--- src/tcrr_pkg.sv ---
// What this block does
// - enabled high byte read latches low byte
// - enabled low read returns latched byte
// - disabled low read returns live byte
// - count byte write loads next edge
// - count is high byte then low
// - reload high write is only held
// - reload low write commits both bytes
// - count at reload returns to 0001H
// - compare mode compares against duty and reload pairs
// - duty match toggles pulse output except in pwm single and capture modes
// - output levels follow polarity bit
// - capture modes store count in duty
// - mode is top bit over 3-bit field
// - pwm single: match drives inverse of polarity bit, reload drives polarity bit
package tcrr_pkg;
	localparam logic [11:0] ADDR_COUNT_HI = 12'hF00;
	localparam logic [11:0] ADDR_COUNT_LO = 12'hF01;
	localparam logic [11:0] ADDR_RELOAD_HI = 12'hF02;
	localparam logic [11:0] ADDR_RELOAD_LO = 12'hF03;
	localparam logic [11:0] ADDR_DUTY_HI = 12'hF04;
	localparam logic [11:0] ADDR_DUTY_LO = 12'hF05;
	localparam logic [11:0] ADDR_CTL0 = 12'hF06;
	localparam logic [11:0] ADDR_CTL1 = 12'hF07;
	localparam logic [11:0] ADDR_CAPTURE = 12'hF08;
	localparam logic [7:0] RST_COUNT_HI = 8'h00;
	localparam logic [7:0] RST_COUNT_LO = 8'h01;
	localparam logic [7:0] RST_RELOAD = 8'hFF;
	localparam logic [7:0] RST_DUTY = 8'h00;
	localparam logic [15:0] COUNT_RESTART = 16'h0001;
	localparam int CTL0_MODE_TOP_POS = 7;
	localparam int CTL1_ENABLE_POS = 7;
	localparam int CTL1_POLARITY_POS = 6;
	localparam int CTL1_PRESCALE_POS = 3;
	localparam logic [3:0] MODE_PWM_SINGLE = 4'h3;
	localparam logic [3:0] MODE_CAPTURE = 4'h4;
	localparam logic [3:0] MODE_COMPARE = 4'h5;
	localparam logic [3:0] MODE_CAPTURE_COMPARE = 4'h7;
	typedef struct packed {
		logic [7:0] upper;
		logic [7:0] lower;
	} tcrr_word_t;
endpackage

--- src/tcrr_prescaler.sv ---
`timescale 1ns/100ps
module tcrr_prescaler (
	input wire logic sys_clk,
	input wire logic rst_n,
	input wire logic run,
	input wire logic [2:0] shift,
	output logic tick
);
	logic [6:0] cnt;
	logic [6:0] next_cnt;
	logic [6:0] limit;
	always_comb begin
		limit = 7'((8'h01 << shift) - 8'h01);
		next_cnt = cnt;
		tick = 1'b0;
		if (!run) begin
			next_cnt = 7'h00;
		end else if (cnt >= limit) begin
			next_cnt = 7'h00;
			tick = 1'b1;
		end else begin
			next_cnt = cnt + 7'h01;
		end
	end
	always_ff @(posedge sys_clk) begin
		if (!rst_n) begin
			cnt <= 7'h00;
		end else begin
			cnt <= next_cnt;
		end
	end
endmodule

--- src/tcrr_top.sv ---
// Local design decision: register access over APB.
`timescale 1ns/100ps
module tcrr_top (
	input wire logic sys_clk,
	input wire logic rst_n,
	input wire logic psel,
	input wire logic penable,
	input wire logic pwrite,
	input wire logic [11:0] paddr,
	input wire logic [31:0] pwdata,
	output logic [31:0] prdata,
	output logic pready,
	output logic pslverr,
	input wire logic capture_strobe,
	output logic pulse_out
);
	// ****************************************
	// state
	// ****************************************
	tcrr_pkg::tcrr_word_t count, next_count;
	tcrr_pkg::tcrr_word_t reload, next_reload;
	tcrr_pkg::tcrr_word_t duty, next_duty;
	logic [7:0] reload_hold, next_reload_hold;
	logic [7:0] low_hold, next_low_hold;
	logic [7:0] ctl0, next_ctl0;
	logic [7:0] ctl1, next_ctl1;
	logic next_pulse_out;
	logic [31:0] next_prdata;
	logic next_pready;
	logic next_pslverr;
	logic tick;
	logic enabled;
	logic polarity;
	logic [3:0] mode;
	logic access;
	logic wr;
	logic rd;
	logic at_reload;
	logic duty_match;
	logic [7:0] wbyte;
	logic mapped;

	assign enabled = ctl1[tcrr_pkg::CTL1_ENABLE_POS];
	assign polarity = ctl1[tcrr_pkg::CTL1_POLARITY_POS];
	assign mode = {ctl0[tcrr_pkg::CTL0_MODE_TOP_POS], ctl1[2:0]};
	assign access = psel && penable && !pready;
	assign wr = access && pwrite;
	assign rd = access && !pwrite;
	assign wbyte = pwdata[7:0];
	assign at_reload = (count == reload);
	assign duty_match = (count == duty);

	tcrr_prescaler u_prescaler (
		.sys_clk(sys_clk),
		.rst_n(rst_n),
		.run(enabled),
		.shift(ctl1[tcrr_pkg::CTL1_PRESCALE_POS +: 3]),
		.tick(tick)
	);

	// ****************************************
	// address decode
	// ****************************************
	always_comb begin
		unique case (paddr)
			tcrr_pkg::ADDR_COUNT_HI, tcrr_pkg::ADDR_COUNT_LO,
			tcrr_pkg::ADDR_RELOAD_HI, tcrr_pkg::ADDR_RELOAD_LO,
			tcrr_pkg::ADDR_DUTY_HI, tcrr_pkg::ADDR_DUTY_LO,
			tcrr_pkg::ADDR_CTL0, tcrr_pkg::ADDR_CTL1,
			tcrr_pkg::ADDR_CAPTURE: mapped = 1'b1;
			default: mapped = 1'b0;
		endcase
	end

	// ****************************************
	// counter and registers
	// ****************************************
	always_comb begin
		next_count = count;
		next_reload = reload;
		next_duty = duty;
		next_reload_hold = reload_hold;
		next_low_hold = low_hold;
		next_ctl0 = ctl0;
		next_ctl1 = ctl1;
		next_pulse_out = pulse_out;
		if (enabled && tick) begin
			if (at_reload) begin
				next_count = tcrr_pkg::COUNT_RESTART;
			end else begin
				next_count = count + 16'h0001;
			end
		end
		if (!enabled) begin
			next_pulse_out = polarity;
		end else if (mode == tcrr_pkg::MODE_PWM_SINGLE) begin
			if (enabled && tick && at_reload) begin
				next_pulse_out = polarity;
			end else if (duty_match) begin
				next_pulse_out = !polarity;
			end
		end else if (enabled && tick && at_reload) begin
			next_pulse_out = !pulse_out;
		end else if (duty_match && tick && mode != tcrr_pkg::MODE_CAPTURE
			&& mode != tcrr_pkg::MODE_CAPTURE_COMPARE) begin
			next_pulse_out = !pulse_out;
		end
		if (enabled && capture_strobe && (mode == tcrr_pkg::MODE_CAPTURE
			|| mode == tcrr_pkg::MODE_CAPTURE_COMPARE)) begin
			next_duty = count;
		end
		if (rd && paddr == tcrr_pkg::ADDR_COUNT_HI && enabled) begin
			next_low_hold = count.lower;
		end
		if (wr) begin
			unique case (paddr)
				tcrr_pkg::ADDR_COUNT_HI: next_count.upper = wbyte;
				tcrr_pkg::ADDR_COUNT_LO: next_count.lower = wbyte;
				tcrr_pkg::ADDR_RELOAD_HI: next_reload_hold = wbyte;
				tcrr_pkg::ADDR_RELOAD_LO: next_reload = {reload_hold, wbyte};
				tcrr_pkg::ADDR_DUTY_HI: next_duty.upper = wbyte;
				tcrr_pkg::ADDR_DUTY_LO: next_duty.lower = wbyte;
				tcrr_pkg::ADDR_CTL0: next_ctl0 = wbyte;
				tcrr_pkg::ADDR_CTL1: next_ctl1 = wbyte;
				default: ;
			endcase
		end
	end

	// ****************************************
	// apb answer
	// ****************************************
	always_comb begin
		next_pready = access;
		next_pslverr = access && !mapped;
		next_prdata = 32'h0000_0000;
		if (rd) begin
			unique case (paddr)
				tcrr_pkg::ADDR_COUNT_HI: next_prdata = {24'h000000, count.upper};
				tcrr_pkg::ADDR_COUNT_LO: next_prdata = {24'h000000,
					enabled ? low_hold : count.lower};
				tcrr_pkg::ADDR_RELOAD_HI: next_prdata = {24'h000000, reload.upper};
				tcrr_pkg::ADDR_RELOAD_LO: next_prdata = {24'h000000, reload.lower};
				tcrr_pkg::ADDR_DUTY_HI: next_prdata = {24'h000000, duty.upper};
				tcrr_pkg::ADDR_DUTY_LO: next_prdata = {24'h000000, duty.lower};
				tcrr_pkg::ADDR_CTL0: next_prdata = {24'h000000, ctl0};
				tcrr_pkg::ADDR_CTL1: next_prdata = {24'h000000, ctl1};
				tcrr_pkg::ADDR_CAPTURE: next_prdata = {16'h0000, count};
				default: next_prdata = 32'h0000_0000;
			endcase
		end
	end

	always_ff @(posedge sys_clk) begin
		if (!rst_n) begin
			count <= {tcrr_pkg::RST_COUNT_HI, tcrr_pkg::RST_COUNT_LO};
			reload <= {tcrr_pkg::RST_RELOAD, tcrr_pkg::RST_RELOAD};
			duty <= {tcrr_pkg::RST_DUTY, tcrr_pkg::RST_DUTY};
			reload_hold <= tcrr_pkg::RST_RELOAD;
			low_hold <= 8'h00;
			ctl0 <= 8'h00;
			ctl1 <= 8'h00;
			pulse_out <= 1'b0;
			prdata <= 32'h0000_0000;
			pready <= 1'b0;
			pslverr <= 1'b0;
		end else begin
			count <= next_count;
			reload <= next_reload;
			duty <= next_duty;
			reload_hold <= next_reload_hold;
			low_hold <= next_low_hold;
			ctl0 <= next_ctl0;
			ctl1 <= next_ctl1;
			pulse_out <= next_pulse_out;
			prdata <= next_prdata;
			pready <= next_pready;
			pslverr <= next_pslverr;
		end
	end

	// ****************************************
	// checks
	// ****************************************
	property p_latch_low;
		@(posedge sys_clk) disable iff (!rst_n)
		(rd && paddr == tcrr_pkg::ADDR_COUNT_HI && enabled && !wr)
			|=> (low_hold == $past(count.lower));
	endproperty
	a_latch_low: assert property (p_latch_low) else $error("low byte not latched");

	property p_low_read_held;
		@(posedge sys_clk) disable iff (!rst_n)
		(rd && paddr == tcrr_pkg::ADDR_COUNT_LO && enabled) |=> (prdata[7:0] == $past(low_hold));
	endproperty
	a_low_read_held: assert property (p_low_read_held) else $error("low read not held");

	property p_low_read_live;
		@(posedge sys_clk) disable iff (!rst_n)
		(rd && paddr == tcrr_pkg::ADDR_COUNT_LO && !enabled)
			|=> (prdata[7:0] == $past(count.lower));
	endproperty
	a_low_read_live: assert property (p_low_read_live) else $error("low read not live");

	property p_count_write;
		@(posedge sys_clk) disable iff (!rst_n)
		(wr && paddr == tcrr_pkg::ADDR_COUNT_HI) |=> (count.upper == $past(wbyte));
	endproperty
	a_count_write: assert property (p_count_write) else $error("count write lost");

	property p_reload_hold;
		@(posedge sys_clk) disable iff (!rst_n)
		(wr && paddr == tcrr_pkg::ADDR_RELOAD_HI) |=> (reload == $past(reload));
	endproperty
	a_reload_hold: assert property (p_reload_hold) else $error("reload changed early");

	property p_reload_commit;
		@(posedge sys_clk) disable iff (!rst_n)
		(wr && paddr == tcrr_pkg::ADDR_RELOAD_LO)
			|=> (reload == {$past(reload_hold), $past(wbyte)});
	endproperty
	a_reload_commit: assert property (p_reload_commit) else $error("reload not committed");

	property p_restart;
		@(posedge sys_clk) disable iff (!rst_n)
		(enabled && tick && at_reload && !wr) |=> (count == tcrr_pkg::COUNT_RESTART);
	endproperty
	a_restart: assert property (p_restart) else $error("no restart at reload");

	property p_capture;
		@(posedge sys_clk) disable iff (!rst_n)
		(enabled && capture_strobe && mode == tcrr_pkg::MODE_CAPTURE && !wr)
			|=> (duty == $past(count));
	endproperty
	a_capture: assert property (p_capture) else $error("capture not stored");

	property p_pwm_reload;
		@(posedge sys_clk) disable iff (!rst_n)
		(enabled && tick && at_reload && mode == tcrr_pkg::MODE_PWM_SINGLE)
			|=> (pulse_out == $past(polarity));
	endproperty
	a_pwm_reload: assert property (p_pwm_reload) else $error("pwm reload level");

	property p_idle_level;
		@(posedge sys_clk) disable iff (!rst_n)
		!enabled |=> (pulse_out == $past(polarity));
	endproperty
	a_idle_level: assert property (p_idle_level) else $error("idle level wrong");

	property p_pwm_match;
		@(posedge sys_clk) disable iff (!rst_n)
		(enabled && mode == tcrr_pkg::MODE_PWM_SINGLE && duty_match && !(tick && at_reload))
			|=> (pulse_out == !$past(polarity));
	endproperty
	a_pwm_match: assert property (p_pwm_match) else $error("pwm match level");

	property p_duty_toggle;
		@(posedge sys_clk) disable iff (!rst_n)
		(enabled && tick && duty_match && !at_reload && mode != tcrr_pkg::MODE_PWM_SINGLE
			&& mode != tcrr_pkg::MODE_CAPTURE && mode != tcrr_pkg::MODE_CAPTURE_COMPARE)
			|=> (pulse_out != $past(pulse_out));
	endproperty
	a_duty_toggle: assert property (p_duty_toggle) else $error("no toggle on match");

	property p_capture_word;
		@(posedge sys_clk) disable iff (!rst_n)
		(rd && paddr == tcrr_pkg::ADDR_CAPTURE) |=> (prdata == {16'h0000, $past(count)});
	endproperty
	a_capture_word: assert property (p_capture_word) else $error("count word wrong");

	property p_increment;
		@(posedge sys_clk) disable iff (!rst_n)
		(enabled && tick && !at_reload && !wr) |=> (count == 16'($past(count) + 16'h0001));
	endproperty
	a_increment: assert property (p_increment) else $error("count not advanced");
endmodule

--- config.mk ---
export PLATFORM = sky130hd
export DESIGN_NAME = tcrr_top
export DESIGN_NICKNAME = d
export VERILOG_FILES = /design/src/tcrr_pkg.sv /design/src/tcrr_prescaler.sv /design/src/tcrr_top.sv
export SDC_FILE = /design/constraint.sdc
export NUM_CORES = 1
export LEC_CHECK = 0
export ABC_AREA = 0
export BUFFER_PORTS_ARGS = -buffer_cell sky130_fd_sc_hd__clkbuf_2
export CORE_MARGIN = 5
export CORE_UTILIZATION = 55
export CTS_BUF_LIST = sky130_fd_sc_hd__clkbuf_2 sky130_fd_sc_hd__clkbuf_4 sky130_fd_sc_hd__clkbuf_8
export CTS_CLUSTER_SIZE = 28
export DETAILED_ROUTE_END_ITERATION = 6
export HOLD_SLACK_MARGIN = 0.06
export PLACE_DENSITY = 0.77
export SLEW_MARGIN = 40
export SYNTH_ARGS = -nofsm -noshare
export SYNTH_HDL_FRONTEND = slang
export SYNTH_SLANG_ARGS = --single-unit
--- constraint.sdc ---
create_clock -name sys_clk -period 5.76 [get_ports sys_clk]
set_clock_uncertainty 0.05 [all_clocks]
set_input_delay 1.152 -clock sys_clk [delete_from_list [all_inputs] [get_ports sys_clk]]
set_output_delay 1.152 -clock sys_clk [all_outputs]
set_load 0.02 [all_outputs]
Yosys cells after proc, flatten, opt, wreduce, memory -nomap -nowiden
Index checks and enable logic that the tools add are counted.
- register bits: 122
- input port bits: 50
- output and inout port bits: 35
- word-level logic and storage cells: 88
- add/subtract/negate cells: 3
- $lt $le $gt $ge: 1
- eq/ne operators: 18
- shift operators: 1
- muxes and demuxes: 20
- bitwise logic cells: 2
- reductions and logical operators: 28
- operators by type and width (cell ; count):
    $pmux 16 s9 ; 1
    $eq 12x12->1 const B ; 9
    $mux 16 ; 5
    $mux 8 ; 5
    $eq 16x16->1 ; 2
    $add 16x1->16 const B ; 1
    $logic_and 1x1->1 ; 14
    $ne 4x3->1 const B ; 3
    $reduce_and 2->1 ; 6
    $mux 1 ; 9
    $reduce_or 9->1 ; 1
    $eq 4x3->1 const B ; 2
    $add 7x1->7 const B ; 1
    $ge 7x7->1 ; 1
    $shl 1x3->7 const A ; 1
    $sub 7x1->7 const B ; 1
    $logic_not 1->1 ; 5
    $eq 4x2->1 const B ; 1
    $ne 4x1->1 const B ; 1
    $reduce_or 3->1 ; 1
    $not 1->1 ; 2
    $logic_or 1x1->1 ; 1

Logic depth before layout (Yosys ltp)
- depth after elaboration: 12
- gate-level depth with buffers: 15
- gate-level depth less buffers: 13

Modules after synthesis
From an unflattened synthesis, not the netlist that was laid out.
- cell total of the unflattened synthesis: 674
- area total of the unflattened synthesis: 5721.7 sq um
- modules (own cells, without submodules) (module ; times used ; cells each ; area an instance (sq um) ; sequential area each (sq um)):
    tcrr_top ; 1 ; 623 ; 5265.0 ; 1981.9
    tcrr_prescaler ; 1 ; 51 ; 456.7 ; 140.1

Least setup slack after synthesis
No wires, ideal clock.
- path kind: register to register
- from: register ctl1[3]
- to: register count[3] (netlist name)
- setup time: 0.117 ns
- arrival time: 2.939 ns
- required time: 5.593 ns
- setup slack: 2.654 ns
- stages on the path, launching flop included: 15
- buffers on the path: 3
- clock period less this slack: 3.106 ns
- path through: dfxtp_1 > clkbuf_1 > or3_1 > ha_1 > clkbuf_1 > xor2_1 > nor2_1 > a21oi_1 > ha_1 > nand4_1 > o311ai_2 > buf_2 > nand4_1 > xnor2_1 > a32o_1
- cells in the longest elaborated chain, start to end: 9
- RTL lines (item ; RTL line ; RTL):
    from (decl) ; tcrr_top.sv:26 ; logic [7:0] ctl1, next_ctl1;
    from (signal assigned) ; tcrr_top.sv:174 ; ctl1 <= next_ctl1;
    $shl 1x3->7 (*) ; tcrr_prescaler.sv:13 ; limit = 7'((8'h01 << shift) - 8'h01);
    $sub 7x1->7 (*) ; tcrr_prescaler.sv:13 ;
    $ge 7x7->1 (*) ; tcrr_prescaler.sv:18 ; end else if (cnt >= limit) begin
    $mux 1 (*) ; tcrr_prescaler.sv:18 ;
    $mux 1 (*) ; tcrr_prescaler.sv:16 ; if (!run) begin
    $logic_and 1x1->1 (*) ; tcrr_top.sv:87 ; if (enabled && tick) begin
    $mux 16 (*) ; tcrr_top.sv:87 ;
    $mux 8 ; tcrr_top.sv:116 ; unique case (paddr)
    $mux 16 (*) ; tcrr_top.sv:115 ; if (wr) begin
    to (signal assigned) ; tcrr_top.sv:156 ; count <= {tcrr_pkg::RST_COUNT_HI, tcrr_pkg::RST_COUNT_LO};
    to (signal assigned) ; tcrr_top.sv:168 ; count <= next_count;
    to (decl) ; tcrr_top.sv:20 ; tcrr_pkg::tcrr_word_t count, next_count;
Every way passes the cells marked *; elsewhere a longest branch is shown, timed or not.
A chain may end at the register's enable or synchronous reset.

Final worst setup path
- from: register ctl1[3]
- to: register count[5] (netlist name)
Same word-level chain as after synthesis.

==> impl_metrics.ini <==
[detailed_routing]
maxUsedRoutingLayer = met4
first_iter_violations = 568
num_vias = 4919
wl_met2_um = 7119
wirelength_met1_um = 6640
ant_nets = 0
drc = 0
detail_route.first_pass.iterations = 6
avgViaCountPerCell = 6.126
wirelength_um = 15810
wl_met3_um = 1622
wl_per_cell_um = 19.69

[sta]
finalSetupTns_ps = 0
worst-slew-pin-transition_ps = 797.5
rsz0062_at_grt = false
slew_viol_final = 0
maxSlewHeadroom_pct = 46.83
post-route-period-util_pct = 58.83
finalCriticalPeriod_ps = 3388
hold_violations = 0
setup-violations-final = 0
max_freq_mhz = 295.1

[worst_setup_path]
cp.required_ps = 5990
crit_path_top_delay_cell = o311ai_4
cp-start-kind = flip-flop
ff2ff_setup_slack_ps = 2370
crit_top_cell = ha_1
crit_type = flip-flop to flip-flop
critPathMaxStageDelay_ps = 640
r2r-start = ctl1[3]$_SDFFE_PN0P_
cp_max_fo = 13
endpoint_kind = flip-flop
cp_top_family = simple AND/OR/NAND/NOR gates
r2r-end = count[5]$_SDFF_PN0_
arrival_ps = 3620
rr_worst_depth = 11
cp_num_buf_inv = 0
cp_cell_sequence = or3_1 > ha_1 > nor3_1 > a21o_1 > a21oi_1 > ha_1 > nand4_1 > o311ai_4 > nand3_1 > and3b_1 > a32o_1

[placement]
gp_congestion = 0.9834
dp_hpwl_um = 11050
portBuffers = 44
dp_cells = 788

[clocking]
root_buffer = clkbuf_8
htree_levels = 3
cts_resized = 0
clk_latency_ps = 400
cts_setup_buffers = 0
cts_buffers = 9
clkTransAtPathRegs_ps = 100
ctsHoldBuffers = 0
cts_sinks = 106
clk_path_buf_depth = 2
tritoncts = built

[cells_and_area]
drive_gt1_share_pct = 12.89
syn_to_final_growth_pct = 4.734
diodes = 0
nets = 723
stdcell_count = 803

[hold_path]
hold_path_end = reload[12]$_SDFFE_PN1P_
hold_class = flip-flop to flip-flop
hp-start = reload_hold[4]$_SDFFE_PN1P_
hold_path_depth = 2

[job]
cap_viol_max_count = 0

[power]
vdd_drop_max_mv = 0.1048
share_seq_of_total_power_pct = 55.6
p_leak_nw = 2.782
p_sw_uw = 321.4
internal-power_uw = 998.0
power.share.clock_pct = 39.6
power_density_nw_per_um2 = 214.7
swShare_pct = 24.36
p_comb_share_pct = 4.9

[floorplanning]
initial_core_util_pct = 56.58
core_area_um2 = 10370
fp.dieH_um = 113.3
die_x_um = 113.3
dieArea_um2 = 12830
num_rows = 37
io_pins = 85

[yosys]
ys_types = 59
synth-warning-count = 0
synth_area_um2 = 5867
yosys-top-cells-area = dfxtp_1 (36%), mux2i_1 (7.7%), nand2_1 (6.5%)
ys_seq_area_share_pct = 36.17
synth.avg_cell_area_um2 = 8.809
synthFlopType = dfxtp_1
async_flop_share_pct = 0
synth_seq_cells = 106
yosysTopAreaCellShare_pct = 36.17
syn_inst = 666
synth_area_leader_cell = dfxtp_1
synth_edf_count = 0

[status]
status = finished clean

[global_routing]
antenna_found_initial = 0
grtUsageTotal_pct = 25.09
grt_pass1_vias = 4701
grt_pass1_wl_um = 25390
overflow = 0
grt_max_degree = 82
-- metrics by stage --
| stage | cell area (um2) | power, mW | hold WS [ps] | worst slack [ps] | util (%) |
|---|---|---|---|---|---|
| after floorplan | 5923 | 0.7999 | 375.8 | 2654 | - |
| after CTS | 6145 | 1.321 | 427.5 | 2394 | 59.25 |
| after detailed placement | 5924 | 0.8123 | 403.3 | 2321 | 57.13 |
| after global routing | 6145 | 1.360 | 437.7 | 2085 | 59.25 |
| final | 6145 | 1.319 | 422.8 | 2372 | 59.25 |
| after global placement | 5913 | 0.8117 | 393.4 | 2324 | 57.02 |
-- worst reg2reg max path, cell delays in order, from the launching register on --
cell	delay [ps]
dfxtp_1	390
or3_1	420
ha_1	280
nor3_1	180
a21o_1	110
a21oi_1	80
ha_1	310
nand4_1	160
o311ai_4	640
nand3_1	190
and3b_1	250
a32o_1	220
-- logic make-up (layout without fill, tap and decap cells) --
family / after synthesis / after routing / synth area share, %
and+or+nand+nor: 265 / 265 / 23.10
AOI/OAI and AO/OA: 92 / 92 / 11.64
adders and majority gates: 10 / 10 / 2.133
muxes: 56 / 56 / 10.94
xor gates and xnor gates: 50 / 50 / 8.104
buffers and inverters: 86 / 72 / 7.848
DFF: 106 / 106 / 36.17
other: 1 / 16 / 0.06392
-- flip-flops by register name, summed over array words and instances, names as in the netlist --
signal and count:
pready 1, count 16, low_hold 8, u_prescaler.cnt 7, reload_hold 8, pslverr 1
reload 16, duty 16, pulse_out 1, prdata 16, ctl1 8, ctl0 8
-- power groups by stage --
| stage | registers (mW) | logic, mW | clock network [mW] |
|---|---|---|---|
| 6_report | 0.733 | 0.0642 | 0.522 |
| 5_1_grt | 0.734 | 0.0680 | 0.558 |
| 4_1_cts | 0.733 | 0.0625 | 0.525 |
| 3_5_place_dp | 0.750 | 0.0622 | 0 |
| 3_3_place_gp | 0.750 | 0.0616 | 0 |
| 2_1_floorplan | 0.751 | 0.0491 | 0 |
-- layout by cell type, fill, tap and decap left out, types with 5 or more instances in the layout --
cell and instances:
a21oi_1 13, a222oi_1 5, a31oi_1 6, and2_1 8, and3_1 22, clkbuf_2 44, clkbuf_8 9, conb_1 16
dfxtp_1 106, ha_1 10, inv_1 10, mux2i_1 45, mux4_2 6, nand2_1 101, nand3_1 38, nand4_1 14
nor2_1 25, nor2b_1 27, nor3_1 5, o211a_1 17, o21ai_0 19, xnor2_1 19, xnor2_2 5, xor2_1 26
-- how the worst max path moves through the flow --
| stage | cells after the start | from | slack [ps] | to |
|---|---|---|---|---|
| 6_report | 11 | ctl1[3]$_SDFFE_PN0P_ | 2370 | count[5]$_SDFF_PN0_ |
| 5_1_grt | 11 | ctl1[3]$_SDFFE_PN0P_ | 2080 | count[5]$_SDFF_PN0_ |
| 4_1_cts | 11 | ctl1[3]$_SDFFE_PN0P_ | 2390 | count[3]$_SDFF_PN0_ |
| 3_5_place_dp | 7 | paddr[5] | 2320 | ctl1[0]$_SDFFE_PN0P_ |
| 3_3_place_gp | 11 | ctl1[3]$_SDFFE_PN0P_ | 2320 | count[5]$_SDFF_PN0_ |
| 2_1_floorplan | 14 | ctl1[3]$_SDFFE_PN0P_ | 2650 | count[3]$_SDFF_PN0_ |
-- cell usage after synthesis (all sizes together) (17+ instances only) --
master	number
and3	23
buf	47
clkbuf	29
dfxtp	106
mux2i	45
nand2	101
nand3	38
nor2	25
nor2b	27
o211a	17
o21ai	20
xnor2	24
xor2	26
-- area by class of cell --
class,count,area (um2)
Inverter,10,37.54
Clock inverter,6,96.34
Timing Repair Buffer,47,242.7
Tap cell,136,170.2
Sequential cell,106,2122
Clock buffer,9,123.9
Multi-Input combinational cell,489,3352
Fill cell,942,4225
-- layer usage --
metal,vias up,track usage (%)
li1,2289,-
met3,44,6.150
met1,2322,33.48
met5,-,0
met4,0,10.10
met2,264,39.02
Note: power is estimated with default switching activity, not from simulation.
